`src/fhbp_pkg.sv`:
```
// shared constants for the floppy host bus port
package fhbp_pkg;
    localparam int FHBP_ADDR_W = 3;
    localparam int FHBP_DATA_W = 8;
    // address that a dma acknowledge stands in for
    localparam logic [2:0] FHBP_ADDR_DATA = 3'h5;
    // address of the digital output register
    localparam logic [2:0] FHBP_ADDR_DOR = 3'h2;
    // address of the main status register
    localparam logic [2:0] FHBP_ADDR_MSR = 3'h4;
    // bit of the digital output register that gates dma and interrupt
    localparam int FHBP_DOR_GATE_BIT = 3;
    localparam logic [7:0] FHBP_DOR_RESET = 8'h00;
    localparam logic [7:0] FHBP_DATA_RESET = 8'h00;
    // address held for a strobe after reset, before any access
    localparam logic [2:0] FHBP_ADDR_RESET = 3'h0;
    // timing clock
    localparam int FHBP_CLK_MHZ = 16;
    localparam int FHBP_CLK_PERIOD_NS = 1000 / FHBP_CLK_MHZ;
endpackage

```
`src/fhbp_edge.sv`:
```
// strobe edge detector for one active-low host strobe
`timescale 1ns/1ps
module fhbp_edge (
    input wire logic clk_sys,
    input wire logic rst_n,
    input wire logic strobe_n,
    output logic rise
);
    logic prev_q;

    // remember last level; trailing edge is where data is latched
    always_ff @(posedge clk_sys or negedge rst_n) begin
        if (!rst_n) begin
            prev_q <= 1'b1;
        end else begin
            prev_q <= strobe_n;
        end
    end

    assign rise = strobe_n && !prev_q;
endmodule

```
`src/fhbp_port.sv`:
```
// host bus port of the floppy subsystem controller
`timescale 1ns/1ps
module fhbp_port #(
    parameter int DATA_W = fhbp_pkg::FHBP_DATA_W
) (
    input wire logic clk_sys,
    input wire logic reset_n,
    input wire logic host_compat_select,
    input wire logic chip_select_n,
    input wire logic read_n,
    input wire logic write_n,
    input wire logic [fhbp_pkg::FHBP_ADDR_W-1:0] register_address,
    input wire logic [DATA_W-1:0] host_data_bus_in,
    output logic [DATA_W-1:0] host_data_bus_out,
    output logic host_data_bus_oe,
    input wire logic transfer_acknowledge_n,
    input wire logic transfer_final_count,
    output logic dma_request_out,
    output logic dma_request_oe,
    output logic interrupt_out,
    output logic interrupt_oe,
    input wire logic core_dma_request,
    input wire logic core_command_done,
    input wire logic core_byte_request,
    input wire logic core_dma_mode,
    input wire logic [DATA_W-1:0] core_status,
    input wire logic [DATA_W-1:0] core_read_data,
    output logic [DATA_W-1:0] core_write_data,
    output logic core_write_strobe,
    output logic core_read_strobe,
    output logic core_final_count,
    output logic [DATA_W-1:0] dor_value
);
    import fhbp_pkg::*;

    logic rst_meta_q;
    logic rst_n_q;
    logic mode_adv_q;
    logic [DATA_W-1:0] dor_q;
    logic [DATA_W-1:0] wdata_q;
    logic wstb_q;
    logic rstb_q;
    logic tc_q;
    logic [DATA_W-1:0] rdata_q;
    logic irq_q;
    logic gate;
    logic ack_ok;
    logic sel;
    logic [FHBP_ADDR_W-1:0] addr_eff;
    logic wr_rise;
    logic rd_rise;
    logic tc_active;
    logic [FHBP_ADDR_W-1:0] addr_q;

    // one clock times everything
    // reset release through two flops; async assert only
    always_ff @(posedge clk_sys or negedge reset_n) begin
        if (!reset_n) begin
            rst_meta_q <= 1'b0;
            rst_n_q <= 1'b0;
        end else begin
            rst_meta_q <= 1'b1;
            rst_n_q <= rst_meta_q;
        end
    end

    // mode capture
    // pin is static, so sampling every cycle only tracks a strap change
    always_ff @(posedge clk_sys or negedge rst_n_q) begin
        if (!rst_n_q) begin
            mode_adv_q <= 1'b0;
        end else begin
            mode_adv_q <= host_compat_select;
        end
    end

    assign gate = mode_adv_q || dor_q[FHBP_DOR_GATE_BIT];
    assign ack_ok = !transfer_acknowledge_n && gate;
    // acknowledge stands in for chip select plus data address
    assign sel = !chip_select_n || ack_ok;
    assign addr_eff = ack_ok ? FHBP_ADDR_DATA : register_address;

    fhbp_edge u_wr_edge (
        .clk_sys(clk_sys),
        .rst_n(rst_n_q),
        .strobe_n(write_n || !sel),
        .rise(wr_rise)
    );

    fhbp_edge u_rd_edge (
        .clk_sys(clk_sys),
        .rst_n(rst_n_q),
        .strobe_n(read_n || !sel),
        .rise(rd_rise)
    );

    // address of the strobe in progress, kept for its trailing edge
    // an acknowledge may drop together with its strobe, so decoding at the edge would lose it
    always_ff @(posedge clk_sys or negedge rst_n_q) begin
        if (!rst_n_q) begin
            addr_q <= FHBP_ADDR_RESET;
        end else if (sel && !(write_n && read_n)) begin
            addr_q <= addr_eff;
        end
    end

    // write latching at strobe end; dor kept here, rest passed on
    always_ff @(posedge clk_sys or negedge rst_n_q) begin
        if (!rst_n_q) begin
            dor_q <= FHBP_DOR_RESET;
            wdata_q <= FHBP_DATA_RESET;
            wstb_q <= 1'b0;
        end else begin
            wstb_q <= wr_rise && (addr_q != FHBP_ADDR_DOR);
            if (!write_n && sel) begin
                wdata_q <= host_data_bus_in;
            end
            if (wr_rise && addr_q == FHBP_ADDR_DOR) begin
                dor_q <= wdata_q;
            end
        end
    end

    // read data capture, registered so the bus comes from flops
    always_ff @(posedge clk_sys or negedge rst_n_q) begin
        if (!rst_n_q) begin
            rdata_q <= FHBP_DATA_RESET;
            rstb_q <= 1'b0;
        end else begin
            rstb_q <= rd_rise && (addr_q == FHBP_ADDR_DATA);
            unique case (addr_eff)
                FHBP_ADDR_MSR: rdata_q <= core_status;
                FHBP_ADDR_DOR: rdata_q <= dor_q;
                FHBP_ADDR_DATA: rdata_q <= core_read_data;
                default: rdata_q <= FHBP_DATA_RESET;
            endcase
        end
    end

    // drive the bus only during a selected read
    assign host_data_bus_out = rdata_q;
    assign host_data_bus_oe = sel && !read_n;

    // polarity per mode; qualified by honoured acknowledge
    assign tc_active = mode_adv_q ? !transfer_final_count : transfer_final_count;
    always_ff @(posedge clk_sys or negedge rst_n_q) begin
        if (!rst_n_q) begin
            tc_q <= 1'b0;
        end else begin
            tc_q <= tc_active && ack_ok;
        end
    end

    // interrupt source: completion, or per-byte request without dma
    always_ff @(posedge clk_sys or negedge rst_n_q) begin
        if (!rst_n_q) begin
            irq_q <= 1'b0;
        end else begin
            irq_q <= core_command_done || (core_byte_request && !core_dma_mode);
        end
    end

    assign dma_request_out = core_dma_request;
    assign dma_request_oe = gate;
    // legacy active-high tristate; advanced open drain pulls low
    assign interrupt_out = mode_adv_q ? 1'b0 : irq_q;
    assign interrupt_oe = mode_adv_q ? irq_q : gate;

    assign core_write_data = wdata_q;
    assign core_write_strobe = wstb_q;
    assign core_read_strobe = rstb_q;
    assign core_final_count = tc_q;
    assign dor_value = dor_q;

    a_bus_release: assert property (@(posedge clk_sys) disable iff (!rst_n_q)
        (read_n || !sel) |-> !host_data_bus_oe) else $error("bus driven outside read");
    // dma pin released in legacy ungated
    a_dma_gate: assert property (@(posedge clk_sys) disable iff (!rst_n_q)
        (!mode_adv_q && !dor_q[FHBP_DOR_GATE_BIT]) |-> !dma_request_oe) else $error("dma not released");
    a_adv_gate: assert property (@(posedge clk_sys) disable iff (!rst_n_q)
        mode_adv_q |-> dma_request_oe) else $error("gate not forced");
    // completion raises interrupt one cycle later
    a_irq_done: assert property (@(posedge clk_sys) disable iff (!rst_n_q)
        core_command_done |=> irq_q) else $error("completion irq missing");
    // legacy interrupt driven high only when gated
    a_irq_legacy: assert property (@(posedge clk_sys) disable iff (!rst_n_q)
        (!mode_adv_q && interrupt_oe) |-> dor_q[FHBP_DOR_GATE_BIT] && interrupt_out == irq_q)
        else $error("legacy irq wrong");
    a_irq_od: assert property (@(posedge clk_sys) disable iff (!rst_n_q)
        (mode_adv_q && interrupt_oe) |-> !interrupt_out) else $error("open drain drove high");
    a_write_ignored: assert property (@(posedge clk_sys) disable iff (!rst_n_q)
        (chip_select_n && !ack_ok) [*2] |=> !wstb_q) else $error("unselected write taken");
    a_tc_qual: assert property (@(posedge clk_sys) disable iff (!rst_n_q)
        $past(transfer_acknowledge_n) |-> !tc_q) else $error("final count without ack");
    a_tc_low: assert property (@(posedge clk_sys) disable iff (!rst_n_q)
        (mode_adv_q && ack_ok && !transfer_final_count) |=> tc_q) else $error("low final count lost");
    // honoured acknowledge reads the data address
    a_ack_addr: assert property (@(posedge clk_sys) disable iff (!rst_n_q)
        (ack_ok && !read_n) |=> addr_q == FHBP_ADDR_DATA) else $error("ack read not at data address");
endmodule

```
`config.mk`:
```
export PLATFORM = sky130hd
export DESIGN_NAME = fhbp_port
export DESIGN_NICKNAME = d
export VERILOG_FILES = /design/src/fhbp_pkg.sv /design/src/fhbp_edge.sv /design/src/fhbp_port.sv
export SDC_FILE = /design/constraint.sdc
export NUM_CORES = 1
export LEC_CHECK = 0
export BUFFER_PORTS_ARGS = -buffer_cell sky130_fd_sc_hd__buf_2
export CORE_MARGIN = 2
export CORE_UTILIZATION = 41
export DETAILED_ROUTE_END_ITERATION = 16
export GPL_TIMING_DRIVEN = 0
export HOLD_SLACK_MARGIN = 0.08
export PLACE_DENSITY_LB_ADDON = 0.12
export SLEW_MARGIN = 30
export SYNTH_ARGS = -nofsm -noshare
export SYNTH_HDL_FRONTEND = slang
export SYNTH_SLANG_ARGS = --single-unit
```
`constraint.sdc`:
```
create_clock -name clk_sys -period 1.1 [get_ports clk_sys]
set_clock_uncertainty 0.1 [all_clocks]
set_input_delay 0.22 -clock clk_sys [delete_from_list [all_inputs] [get_ports clk_sys]]
set_output_delay 0.22 -clock clk_sys [all_outputs]
set_load 0.01 [all_outputs]
```
==> reports/metrics.csv <==
stage;metric;value;unit
setup_path;end_kind;register;
detailed_routing;dr.pass1.iters;7;
power;p_sw_share;26.31;%
clocking;h-tree-depth;2;
setup_path;crit_type;reg2reg;
clocking;cts_tree;yes;
setup_path;worstSetupStartpoint;addr_q[2];
floorplan;start_util;43.26;%
outcome;outcome;complete, but fails checks;
finish;fill_cells;191;
power;vdd_drop_max;884.6;uV
synthesis;yosysWarnings;0;
run;max_cap_violations;0;
detailed_routing;vias;1421;
setup_path;critPathTopFamily;simple AND/OR/NAND/NOR gates;
power;pwr-share-clk;25.9;%
synthesis;synth_top_area_share;58.02;%
sta;fmax;566.0;MHz
synthesis;synth.avg_cell_area;13.70;um2
detailed_routing;drt.antenna.violating_nets;0;
grt;grt-ovfl-total;0;
placed_design;io_buffers;69;
detailed_routing;post-route-drc-count;0;
finish;multi_input_area;571.8;um2
synthesis;yosysMostFrequentCell;dfrtp_1;
synthesis;synthCells;107;
placed_design;hpwl;2371;um
finish;final-seq-area;909.6;um2
synthesis;synth_area_leader_cell;dfrtp_1;
floorplan;die-area;4071;um2
sta;rsz0062_at_grt;true;
synthesis;synth_top_cells_by_count;dfrtp_1 (34), inv_1 (11), mux2_2 (9), mux2_4 (8), a222oi_1 (7);
grt;track_usage;21.71;%
power;p_leak;0.001421;uW
grt;grt_pass1_wl;6555;um
sta;fin_ws;-0.6669;ns
power;p_comb_share;28.9;%
synthesis;synthArstFlopShare;100.0;%
setup_path;slowest_stage;dfrtp_1;
placed_design;placed_cell_area;1874;um2
detailed_routing;drt_wl_total;4297;um
finish;diodes;0;
setup_path;reg2reg_from;addr_q[2];
synthesis;ys_types;31;
grt;antenna_found_initial;0;
clocking;cts_buffer_depth;2;
detailed_routing;drt_iter0_drc;94;
grt;grt_start_max_net_pins;35;
clocking;cts_sinks;36;
synthesis;ys_seq_area_share;61.60;%
finish;area_delta_synth_final;82.00;%
finish;finalNetCount;285;
clocking;cts_buffers;5;
sta;fin_tns_setup;-17.36;ns
setup_path;startpoint_type;register;
finish;drive_above_1_share;61.13;%
outcome;violations;setup timing;
sta;min_period;1.767;ns
finish;finish.utilization;78.74;%
sta;finalSetupViolations;63;
setup_path;cpPeakStageDelay;0.39;ns
sta;hold_viol;0;
floorplan;core;3390;um2
detailed_routing;viasPerCell;4.850;
synthesis;ys.flop_type;dfrtp_1;
sta;slew_viol_final;0;
power;pwr-share-seq;45.2;%
finish;design_area;2669;um2
placed_design;dp.cells;222;
setup_path;crit_arrival;1.88;ns
hold_path;min-delay-path-class;in2reg;
setup_path;crit_required;1.22;ns
finish;fin_cells;293;
setup_path;worst-path-buf-inv;1;
sta;finalCritPeriodShare;160.6;%
synthesis;synth-edff-count;0;
hold_path;min-delay-start;core_status[2];
synthesis;synth_seq_cells;36;
floorplan;die_w;63.81;um
detailed_routing;drt-wirelength-per-cell;14.67;um
synthesis;syn_area;1466;um2
synthesis;syn_nets;146;
clocking;cts-root-buf;clkbuf_4;
power;internal_power;2568;uW
power;p_switching;916.8;uW
grt;grt_pass1_vias;1429;
placed_design;place.gp.congestion;0.8554;
floorplan;die_h;63.81;um
clocking;clkTransAtPathRegs;0.11;ns
synthesis;synthTopCellsByArea;dfrtp_1 (58%), mux2_4 (8.2%), mux2_2 (6.9%);
floorplan;ios;71;
setup_path;crit_chain;or3_4 > or3_1 > buf_6 > mux2_4;
power;powerDensity;1306;nW/um2
power;power;3485;uW
clocking;insertion_delay;0.32;ns
setup_path;crit_fanout;8;
floorplan;num_rows;21;
==> final timing paths <==
kind / depth (start not counted) / slack (ns) / end
max: 4 / -0.67 / dor_value[3]
min in group asynchronous: 0 / 0.17 / host_data_bus_out[7]
max in group asynchronous: 3 / 0.15 / rst_n_q
min reg2reg: 0 / 0.17 / host_data_bus_out[7]
max reg2reg: 4 / -0.67 / dor_value[3]
min: 3 / 0.03 / host_data_bus_out[2]
==> cell type report <==
type | instances | share of cell area (%)
multi-input combinational | 55 | 21.43
tap | 46 | 2.157
clock inverter | 2 | 1.313
buffer | 4 | 1.641
inverter | 11 | 1.547
sequential | 36 | 34.08
clock buffer | 6 | 1.547
timing repair buffer | 133 | 36.29
==> metal layers <==
layer	up-vias	track usage, %	part of all wire [%]
li1	661	-	-
met1	667	25.88	42
met2	83	37.63	50
met3	10	6.162	6.9
met4	0	7.065	1.7
met5	-	0	0
==> tightest hold or removal path, cell delays in order <==
cell and delay [ns]:
buf_2 0.08, a222oi_1 0.08, inv_1 0.05
==> kinds of logic (layout without fill, tap and decap cells) <==
group,count (synthesis),count (layout),share of synthesized area (%)
AO/OA/AOI/OAI,17,17,10.24
other,1,1,0.2557
flip-flops,36,36,61.60
buffers and inverters,16,156,4.949
AND/OR/NAND/NOR,20,20,7.851
multiplexers,17,17,15.10
==> stage by stage <==
step | setup slack (ns) | hold slack, ns
CTS | -0.6634 | 0.007582
finish | -0.6669 | 0.02855
detailed placement | -0.7312 | -0.09014
global placement | -0.7118 | -0.09430
global route | -0.6927 | 0.01208
floorplan | -0.6217 | -0.1756
==> cells in the final DEF (no fill, tap or decap), types with 3 or more instances in the layout <==
| cell | synthesis | routed |
|---|---|---|
| nand2_1 | 5 | 3 |
| clkbuf_4 | 0 | 5 |
| mux2_2 | 9 | 8 |
| buf_2 | 1 | 64 |
| dfrtp_1 | 34 | 31 |
| inv_1 | 11 | 9 |
| mux2_4 | 8 | 9 |
| buf_6 | 1 | 16 |
| dlygate4sd3_1 | 0 | 31 |
| a222oi_1 | 7 | 7 |
| buf_4 | 1 | 25 |
==> power by group through the flow <==
stage	Combinational, uW	Clock, uW	Sequential, uW
floorplan	235	0	1660
global placement	528	0	1620
detailed placement	540	0	1640
CTS	937	931	1570
global route	1070	986	1600
finish	1010	903	1570
==> repair_timing <==
| action | in CTS | in global routing |
|---|---|---|
| pin swaps | 4 | 4 |
| cloned | 1 | 0 |
| hold endpoints to repair | 24 | 6 |
| gates resized for setup | 34 | 8 |
| hold buffers | 30 | 1 |
| endpoints found under the setup margin | 61 | 64 |
| buffers inserted | 25 | 8 |
==> flip-flops by register name, summed over array words and instances, names as in the netlist <==
register and count:
core_write_data 8, dor_value 8, host_data_bus_out 8, addr_q 3
core_final_count 1, core_read_strobe 1, core_write_strobe 1, irq_q 1
mode_adv_q 1, rst_meta_q 1, rst_n_q 1, u_rd_edge.prev_q 1
u_wr_edge.prev_q 1
No activity file was read; power rests on OpenSTA's default activity.
